[src/logic/adc_link_params.svh]
`ifndef ADC_LINK_PARAMS_SVH
`define ADC_LINK_PARAMS_SVH

// ----------------------------------------------------------------
// timing figures, in nanoseconds
// ----------------------------------------------------------------
`define CLK_PERIOD_NS      4
`define CONV_TIME_NS       125000000
`define WINDOW_TIME_NS     10000
`define SCLK_HALF_NS       40

// ----------------------------------------------------------------
// result word layout
// ----------------------------------------------------------------
`define RES_FULL_BITS      16
`define RES_BIT_CNT_W      5
`define RED_MAX            3'h6
`define RES_SIGN_ONLY      16'h8000
`define RES_LSB_ONE        16'h0001
`define RES_ALL_ONES       16'hFFFF

`endif

[src/logic/adc_link_pkg.sv]
package adc_link_pkg;
  // device end sequencing
  typedef enum logic [1:0] {DEV_SLEEP, DEV_CONVERT, DEV_READ} dev_state_type;
  // host end sequencing
  typedef enum logic [3:0] {H_IDLE, H_SETUP, H_START_LO, H_PULSE_HI, H_PULSE_LO,
                            H_WAIT, H_READ_LO, H_READ_HI, H_PUSH} host_state_type;
endpackage

[src/logic/adc_link_if.sv]
`timescale 1ns/10ps
interface adc_link_if;
  logic sclk;                 // serial clock, host drives, idles high
  logic channel_select_low;   // channel select, low bit
  logic channel_select_high;  // channel select, high bit
  logic result_data_out;      // data / status line, device drives

  modport device (
    input  sclk,
    input  channel_select_low,
    input  channel_select_high,
    output result_data_out
  );
  modport host (
    output sclk,
    output channel_select_low,
    output channel_select_high,
    input  result_data_out
  );
endinterface

[src/logic/adc_host.sv]
`timescale 1ns/10ps
`include "adc_link_params.svh"

// ----------------------------------------------------------------
// result buffer
// ----------------------------------------------------------------
module result_fifo #(
  parameter int W = 16,  // word width
  parameter int D = 8    // depth
) (
  input  wire logic         CLK,
  input  wire logic         RST_N,
  input  wire logic         CE,
  input  wire logic         in_valid,
  output      logic         in_ready,
  input  wire logic [W-1:0] in_data,
  output      logic         out_valid,
  input  wire logic         out_ready,
  output      logic [W-1:0] out_data
);
  localparam int AW = $clog2(D);

  typedef struct packed {
    logic [D-1:0][W-1:0] mem;    // storage
    logic [AW-1:0]       wp;     // write pointer
    logic [AW-1:0]       rp;     // read pointer
    logic [AW:0]         cnt;    // words held
    logic                vld;    // registered not-empty flag
    logic [W-1:0]        head;   // registered copy of the oldest word
  } fifo_reg_type;

  fifo_reg_type r;  // registered state
  fifo_reg_type n;  // next state
  logic         wr; // push this cycle
  logic         rd; // pop this cycle

  // flags come from the count, so full and empty are exact
  always_comb begin
    in_ready  = (r.cnt != (AW+1)'(D));
    out_valid = r.vld;
    out_data  = r.head;
    wr        = in_valid & in_ready;
    rd        = out_valid & out_ready;
    n         = r;
    if (wr) begin
      n.mem[r.wp] = in_data;
      n.wp        = (r.wp == AW'(D - 1)) ? '0 : r.wp + 1'b1;
    end
    if (rd) begin
      n.rp = (r.rp == AW'(D - 1)) ? '0 : r.rp + 1'b1;
    end
    n.cnt = r.cnt + (AW+1)'(wr) - (AW+1)'(rd);
    // outputs leave from flops, so the head is prepared one cycle early
    n.vld  = (n.cnt != '0);
    n.head = n.mem[n.rp];
  end

  // pointer and storage register
  always_ff @(posedge CLK) begin
    if (!RST_N) begin
      r <= '0;
    end else if (CE) begin
      r <= n;
    end
  end
endmodule

// ----------------------------------------------------------------
// host end: makes the serial clock, runs one convert-and-read cycle
// ----------------------------------------------------------------
module adc_host
  import adc_link_pkg::*;
#(
  parameter int HALF_CYC = (`SCLK_HALF_NS + `CLK_PERIOD_NS - 1) / `CLK_PERIOD_NS,  // half clock period
  parameter int FIFO_D   = 8                                                       // buffered results
) (
  // clock, reset, enable
  input  wire logic        CLK,
  input  wire logic        RST_N,
  input  wire logic        CE,
  // serial link
  adc_link_if.host         LINK,
  // conversion request
  input  wire logic        REQ_VALID,
  output      logic        REQ_READY,
  input  wire logic [1:0]  REQ_CHAN,
  input  wire logic [2:0]  REQ_DROP,
  // result stream
  output      logic        RES_VALID,
  input  wire logic        RES_READY,
  output      logic [15:0] RES_DATA
);
  localparam int HW = $clog2(HALF_CYC + 1);

  typedef struct packed {
    host_state_type            st;      // sequence step
    logic [HW-1:0]             cnt;     // half period timer
    logic                      sclk;    // clock line level
    logic [1:0]                chan;    // channel code driven
    logic [2:0]                drop;    // reductions wanted
    logic [2:0]                npulse;  // reductions sent
    logic [`RES_BIT_CNT_W-1:0] nbits;   // bits still to read
    logic [15:0]               word;    // collected bits
    logic                      d_s1;    // data sync stage one
    logic                      d_s2;    // data sync stage two
    logic                      rdy;     // request ready
  } host_reg_type;

  localparam host_reg_type RESET_VAL = '{
    st: H_IDLE, cnt: '0, sclk: 1'b1, chan: 2'h0, drop: 3'h0, npulse: 3'h0,
    nbits: '0, word: 16'h0000, d_s1: 1'b1, d_s2: 1'b1, rdy: 1'b0};

  host_reg_type r;        // registered state
  host_reg_type n;        // next state
  logic         f_ready;  // buffer has room
  logic         tick;     // half period elapsed

  // ----------------------------------------------------------------
  // sequencer
  // ----------------------------------------------------------------
  always_comb begin
    n      = r;
    tick   = (r.cnt == '0);
    n.d_s1 = LINK.result_data_out;
    n.d_s2 = r.d_s1;
    if (!tick) begin
      n.cnt = r.cnt - 1'b1;
    end
    case (r.st)
      // wait for a request; refuse while the buffer is full
      H_IDLE: begin
        n.sclk = 1'b1;
        n.rdy  = f_ready;
        if (REQ_VALID && r.rdy) begin
          n.rdy  = 1'b0;
          n.chan = REQ_CHAN;
          n.drop = (REQ_DROP > `RED_MAX) ? `RED_MAX : REQ_DROP;
          n.cnt  = HW'(HALF_CYC);
          n.st   = H_SETUP;
        end
      end
      // select lines settle before the start edge
      H_SETUP: if (tick) begin
        n.sclk   = 1'b0;
        n.npulse = 3'h0;
        n.cnt    = HW'(HALF_CYC);
        n.st     = H_START_LO;
      end
      H_START_LO: if (tick) begin
        n.sclk = 1'b1;
        n.cnt  = HW'(HALF_CYC);
        n.st   = H_PULSE_HI;
      end
      // reduction edges go out back to back, well inside the window
      H_PULSE_HI: if (tick) begin
        n.cnt = HW'(HALF_CYC);
        if (r.npulse < r.drop) begin
          n.sclk   = 1'b0;
          n.npulse = r.npulse + 3'h1;
          n.st     = H_PULSE_LO;
        end else begin
          n.nbits = `RES_BIT_CNT_W'(`RES_FULL_BITS) - `RES_BIT_CNT_W'(r.drop);
          n.st    = H_WAIT;
        end
      end
      H_PULSE_LO: if (tick) begin
        n.sclk = 1'b1;
        n.cnt  = HW'(HALF_CYC);
        n.st   = H_PULSE_HI;
      end
      // wait for the completion level before clocking data
      H_WAIT: if (tick && r.d_s2) begin
        n.sclk = 1'b0;
        n.cnt  = HW'(HALF_CYC);
        n.st   = H_READ_LO;
      end
      // sample late in the low half, after both sync delays
      H_READ_LO: if (tick) begin
        n.word  = {r.word[14:0], r.d_s2};
        n.nbits = r.nbits - 1'b1;
        n.sclk  = 1'b1;
        n.cnt   = HW'(HALF_CYC);
        n.st    = H_READ_HI;
      end
      H_READ_HI: if (tick) begin
        if (r.nbits == '0) begin
          n.word = r.word << r.drop;  // left align short results
          n.st   = H_PUSH;
        end else begin
          n.sclk = 1'b0;
          n.cnt  = HW'(HALF_CYC);
          n.st   = H_READ_LO;
        end
      end
      // stalls here while the buffer is full
      H_PUSH: if (f_ready) begin
        n.st = H_IDLE;
      end
      default: begin
        n = RESET_VAL;
      end
    endcase
  end

  // state register, frozen while CE is low
  always_ff @(posedge CLK) begin
    if (!RST_N) begin
      r <= RESET_VAL;
    end else if (CE) begin
      r <= n;
    end
  end

  // ----------------------------------------------------------------
  // buffer and outputs
  // ----------------------------------------------------------------
  result_fifo #(.W(16), .D(FIFO_D)) u_fifo (
    .CLK       (CLK),
    .RST_N     (RST_N),
    .CE        (CE),
    .in_valid  (r.st == H_PUSH),
    .in_ready  (f_ready),
    .in_data   (r.word),
    .out_valid (RES_VALID),
    .out_ready (RES_READY),
    .out_data  (RES_DATA)
  );

  assign LINK.sclk                = r.sclk;
  assign LINK.channel_select_low  = r.chan[0];
  assign LINK.channel_select_high = r.chan[1];
  assign REQ_READY                = r.rdy;
endmodule

[src/flat_wrapper.sv]
// flat-port wrapper written by rule: the top's interface ports become plain ports
module adc_host_flat import adc_link_pkg::*;
#(
  parameter int HALF_CYC = (`SCLK_HALF_NS + `CLK_PERIOD_NS - 1) / `CLK_PERIOD_NS,                      
  parameter int FIFO_D   = 8                                                                          
)
  (CLK, RST_N, CE, REQ_VALID, REQ_READY, REQ_CHAN, REQ_DROP, RES_VALID, RES_READY, RES_DATA, LINK_sclk, LINK_channel_select_low, LINK_channel_select_high, LINK_result_data_out);
  adc_link_if LINK_i ();
  input  wire logic CLK;
  input  wire logic RST_N;
  input  wire logic CE;
  input  wire logic REQ_VALID;
  output      logic REQ_READY;
  input  wire logic [1:0] REQ_CHAN;
  input  wire logic [2:0] REQ_DROP;
  output      logic RES_VALID;
  input  wire logic RES_READY;
  output      logic [15:0] RES_DATA;
  output wire logic [$bits(LINK_i.sclk)-1:0] LINK_sclk;
  output wire logic [$bits(LINK_i.channel_select_low)-1:0] LINK_channel_select_low;
  output wire logic [$bits(LINK_i.channel_select_high)-1:0] LINK_channel_select_high;
  input wire logic [$bits(LINK_i.result_data_out)-1:0] LINK_result_data_out;
  assign LINK_sclk = LINK_i.sclk;
  assign LINK_channel_select_low = LINK_i.channel_select_low;
  assign LINK_channel_select_high = LINK_i.channel_select_high;
  assign LINK_i.result_data_out = LINK_result_data_out;
  adc_host #(.HALF_CYC(HALF_CYC), .FIFO_D(FIFO_D)) u_core (.CLK(CLK), .RST_N(RST_N), .CE(CE), .LINK(LINK_i), .REQ_VALID(REQ_VALID), .REQ_READY(REQ_READY), .REQ_CHAN(REQ_CHAN), .REQ_DROP(REQ_DROP), .RES_VALID(RES_VALID), .RES_READY(RES_READY), .RES_DATA(RES_DATA));
endmodule
[config.mk]
export PLATFORM = sky130hd
export DESIGN_NAME = adc_host_flat
export DESIGN_NICKNAME = d
export VERILOG_FILES = /design/src/logic/adc_link_pkg.sv /design/src/logic/adc_link_if.sv /design/src/logic/adc_host.sv /design/src/flat_wrapper.sv
export VERILOG_INCLUDE_DIRS = /design/src /design/src/logic
export SDC_FILE = /design/constraint.sdc
export NUM_CORES = 1
export LEC_CHECK = 0
export BUFFER_PORTS_ARGS = -buffer_cell sky130_fd_sc_hd__buf_2
export CORE_ASPECT_RATIO = 1.25
export CORE_MARGIN = 3
export CORE_UTILIZATION = 40
export CTS_BUF_LIST = sky130_fd_sc_hd__clkbuf_8
export CTS_CLUSTER_SIZE = 12
export DETAILED_ROUTE_END_ITERATION = 8
export GPL_TIMING_DRIVEN = 0
export SKIP_CTS_REPAIR_TIMING = 1
export SLEW_MARGIN = 20
export SYNTH_ARGS = -nofsm -noshare
export SYNTH_HDL_FRONTEND = slang
export SYNTH_HIERARCHICAL = 1
export SYNTH_SLANG_ARGS = --single-unit
[constraint.sdc]
create_clock -name CLK -period 3 [get_ports CLK]
set_clock_uncertainty 0.2 [all_clocks]
set_input_delay 0.15 -clock CLK [delete_from_list [all_inputs] [get_ports CLK]]
set_output_delay 0.15 -clock CLK [all_outputs]
set_load 0.01 [all_outputs]
==> summary by stage <==
Clocking
The CTS tree is built. In this run, CTS created clock tree buffers numbering 17. The clock-pin slew on the worst setup and hold paths is 0.10 ns. No sink is reached through more buffers than the 2 on the longest clock path. The clock latency of the later-clocked register in the worst-skew pair is 0.50 ns.

The cell sitting at the root of the clock tree is a sky130_fd_sc_hd__clkbuf_8. Counting every sink on the clock net gives 196. The clock tree synthesis step divided the H-tree into 4 levels.

STA
The maximum achievable frequency is 338.2 MHz. At the pin with the least slew margin, the transition time is 0.8265 ns. The number of hold-slack violations in the final timing report came to 0. Adding up every negative setup slack in the final design gives 0 ns. The number of max-slew violations in the final report is 0. Counting I/O delays and the setup requirement, the final critical path takes 2.957 ns. Setup repair after global routing could not meet its margin everywhere. The number of failing setup endpoints in the final timing report is 0. The setup slack of the critical path after layout is 0.04320 ns.

In this run the tightest slew margin relative to its limit is 0.4490. The portion of the clock cycle consumed by the worst path in the final layout is 0.9856.

Critical path
The worst endpoint data arrival time is 3.11 ns. At the worst endpoint, the required time is 3.16 ns. Across all register-to-register paths, the minimum setup slack is 0.04 ns. The reg-to-reg critical path startpoint is u_core/r[38]. The last element of the critical path is u_core/u_fifo/out_data[9]. By startpoint and endpoint, the worst setup path is classified as reg2reg.

The startpoint type of the worst setup path is a flip-flop. In this run the critical register-to-register path is captured at u_core/u_fifo/out_data[9]. The worst reg2reg path depth is 10. The largest fanout of any net on the critical path is 10. The worst setup path is captured at a flip-flop. The launch point of the worst path is u_core/r[38].

Detailed routing
The DRC violation count after routing is 0. The vias per cell is 5.568. The post-detailed-route wirelength per cell is 19.52 um. The detailed-routing iteration count for the pre-antenna-repair pass is 6. The number of vias in the routed layout is 9,170. The antenna violation net count after detailed routing is 0.

The routed wire length is 32.15 mm. The number of DRC markers in iteration 0 is 720.

Global routing
The combined global-route utilization of all metal layers is 0.2102. The number of global-route vias before repair came to 8,767. The first-pass GRT wire length is 49.16 mm. The aggregate global routing overflow is 0. The maximum number of pins on one net before global-route repair is 19. The initial antenna violation count is 0.

Worst hold path
The hold-critical path depth is 4. The class of the worst hold path is in2reg.

Final layout
The net total in the final layout is 1,319. With fillers left out, the area of the finished cells amounts to 12,540 um2. The fill cell total of the finished layout is 2,627. For this run, the share of the core covered by cells in the final layout is 0.4647. The number of antenna diodes in the final layout is 0. From synthesis to final layout, the design area changed by 13.91%. In the final layout, the share of cells above drive strength 1 is 0.1674.

Die
For this design the top-level I/O count stands at 32. The effective utilization at floorplan is 0.4079. The area of the placeable core is 26,990 um2. The die extent in y is 191.5 um. The cell row count is 67. The die width is 154.4 um. The floorplan step defined a die boundary enclosing 29,570 um2.

Synth
The synthesized netlist net count is 1,224. After synthesis, the cell types taking the most area are sky130_fd_sc_hd__dfxtp_1, sky130_fd_sc_hd__mux2i_1, sky130_fd_sc_hd__nor2b_1, sky130_fd_sc_hd__a21oi_1, sky130_fd_sc_hd__nand2_1. A synthesized cell averages 9.223 um2. The top flip-flop cell by instance count after synthesis is sky130_fd_sc_hd__dfxtp_1. For this run, the number of Yosys warnings is 6. The fraction of the yosys area taken by sequential cells is 0.3563. The number of enable-type register cells in the synthesized netlist is 0. The synthesized flop and latch total is 196. In the synthesized netlist the async set-or-reset flop fraction comes to 0. The distinct cell type count after synthesis is 78. Of the post-synthesis cell area, the dominant cell type holds 0.3563. The cell count after synthesis is 1,194. Sorting the synthesized cells by how often they occur yields sky130_fd_sc_hd__mux2i_1, sky130_fd_sc_hd__dfxtp_1, sky130_fd_sc_hd__nor2b_1. The library cell with the largest summed area after synthesis is sky130_fd_sc_hd__dfxtp_1. The synthesized area is 11,010 um2. By instance count, the leading cell after synthesis is sky130_fd_sc_hd__mux2i_1.

Place
The minimum setup slack after placement is -0.7988 ns. The half-perimeter wire length of the detailed placement result is 22.93 mm. The weighted congestion at the end of routability-driven global placement is 0.8773. During placement, the flow inserted port buffers numbering 30.

Once placement finished, the instance area stood at 11,600 um2.

Power
The overall power after layout is 0.005091 W. For this design the ratio of total power to cell area is 405.9 nW/um2. The worst voltage drop across the vdd grid is 0.2633 mV. In this run the static leakage power is 4.351 nW.

Run
The number of max-cap violations is 0.

Run status
The flow ran to the end, and the final reports show no timing, DRC or antenna violations.
[logic make-up (layout without fill, tap and decap cells)]
family / after synthesis / after routing / synth area share
AND/OR/NAND/NOR: 393 / 393 / 0.2016
multiplexers: 243 / 243 / 0.2361
AO/OA/AOI/OAI: 206 / 206 / 0.1229
flip-flops: 196 / 196 / 0.3563
buffers and inverters: 133 / 241 / 0.05761
adder cells (fa/ha/maj): 19 / 19 / 0.02227
XOR/XNOR: 4 / 4 / 0.003182
[worst min-delay path by stage]
stage                 from                              end  slack [ns]
3_3_place_gp   REQ_CHAN[0]   u_core/LINK.channel_select_low        0.17
2_1_floorplan  REQ_CHAN[1]  u_core/LINK.channel_select_high        0.08
5_1_grt              RST_N       u_core/u_fifo/out_data[15]        0.13
4_1_cts        REQ_CHAN[0]   u_core/LINK.channel_select_low       -0.36
3_5_place_dp   REQ_CHAN[1]  u_core/LINK.channel_select_high        0.18
6_report             RST_N       u_core/u_fifo/out_data[15]        0.12
[cell usage in the layout, fill, tap and decap left out, types with 4 or more instances in the layout]
master                          instances
sky130_fd_sc_hd__inv_1                 16
sky130_fd_sc_hd__nor2_2                 4
sky130_fd_sc_hd__buf_6                  8
sky130_fd_sc_hd__nor3_1                11
sky130_fd_sc_hd__clkbuf_8              17
sky130_fd_sc_hd__nand4b_1               4
sky130_fd_sc_hd__nand3_1               18
sky130_fd_sc_hd__buf_4                 56
sky130_fd_sc_hd__clkbuf_1              60
sky130_fd_sc_hd__nor2_1                49
sky130_fd_sc_hd__nor2_4                 4
sky130_fd_sc_hd__ha_1                  18
sky130_fd_sc_hd__nor2b_1              140
sky130_fd_sc_hd__nand2_1               78
sky130_fd_sc_hd__o211a_1                4
sky130_fd_sc_hd__o21ai_0               34
sky130_fd_sc_hd__clkinvlp_4             6
sky130_fd_sc_hd__a22o_1                 4
sky130_fd_sc_hd__and3_1                 4
sky130_fd_sc_hd__nor3_4                 5
sky130_fd_sc_hd__a32o_1                 4
sky130_fd_sc_hd__nand3b_1               8
sky130_fd_sc_hd__or3_1                 25
sky130_fd_sc_hd__dlygate4sd3_1         10
sky130_fd_sc_hd__a21oi_1               68
sky130_fd_sc_hd__mux2i_1              214
sky130_fd_sc_hd__a221oi_1              10
sky130_fd_sc_hd__o22ai_1               23
sky130_fd_sc_hd__mux2_2                14
sky130_fd_sc_hd__o21ai_1                6
sky130_fd_sc_hd__buf_2                 48
sky130_fd_sc_hd__dfxtp_1              190
sky130_fd_sc_hd__nand4_1               10
sky130_fd_sc_hd__mux4_2                12
sky130_fd_sc_hd__a222oi_1              15
sky130_fd_sc_hd__nor3b_1                6
[sequential cells by signal, indices dropped and copies added, names as in the netlist]
name	count
u_core/u_fifo/r	138
u_core/LINK.channel_select_high	1
u_core/u_fifo/out_valid	1
u_core/REQ_READY	1
u_core/u_fifo/out_data	16
u_core/LINK.sclk	1
u_core/r	37
u_core/LINK.channel_select_low	1
[worst max-delay path, stage by stage, from the launching register on]
cell and delay, ns:
sky130_fd_sc_hd__dfxtp_2 0.37, sky130_fd_sc_hd__nor3_4 0.33, sky130_fd_sc_hd__nand2_2 0.15, sky130_fd_sc_hd__inv_4 0.12
sky130_fd_sc_hd__nand3_2 0.16, sky130_fd_sc_hd__nor3_2 0.38, sky130_fd_sc_hd__buf_2 0.43, sky130_fd_sc_hd__mux2i_1 0.26
sky130_fd_sc_hd__a22oi_1 0.09, sky130_fd_sc_hd__nand3_1 0.19, sky130_fd_sc_hd__o2111ai_1 0.14
[power by group]
part	internal [W]	switching [W]	total (W)
Clock	0.000592	0.00104	0.00163
Sequential	0.00264	0.0000430	0.00269
Combinational	0.000328	0.000442	0.000770
[layer usage]
| layer | up-vias | track usage | share of wire |
|---|---|---|---|
| li1 | 4460 | - | - |
| met1 | 4409 | 0.2632 | 0.43 |
| met2 | 251 | 0.3682 | 0.50 |
| met3 | 50 | 0.02921 | 0.041 |
| met4 | 0 | 0.07611 | 0.024 |
| met5 | - | 0 | 0 |
[final cells by class]
cell class,instances,area (um2),area share
tap,345,431.7,0.03441
inverter,20,77.57,0.006185
clock inverter,15,125.1,0.009975
multi-input combinational,865,6576,0.5243
buffer,110,568.0,0.04529
timing repair buffer,79,591.8,0.04718
clock buffer,17,234.0,0.01865
sequential,196,3939,0.3140
[stage by stage]
step,hold WS [ns],cells
global route,0.1296,1647
CTS,-0.3573,1601
floorplan,0.08299,1194
detailed placement,0.1756,1569
global placement,0.1682,1569
finish,0.1167,1647
(Power assumes the default switching activity.)
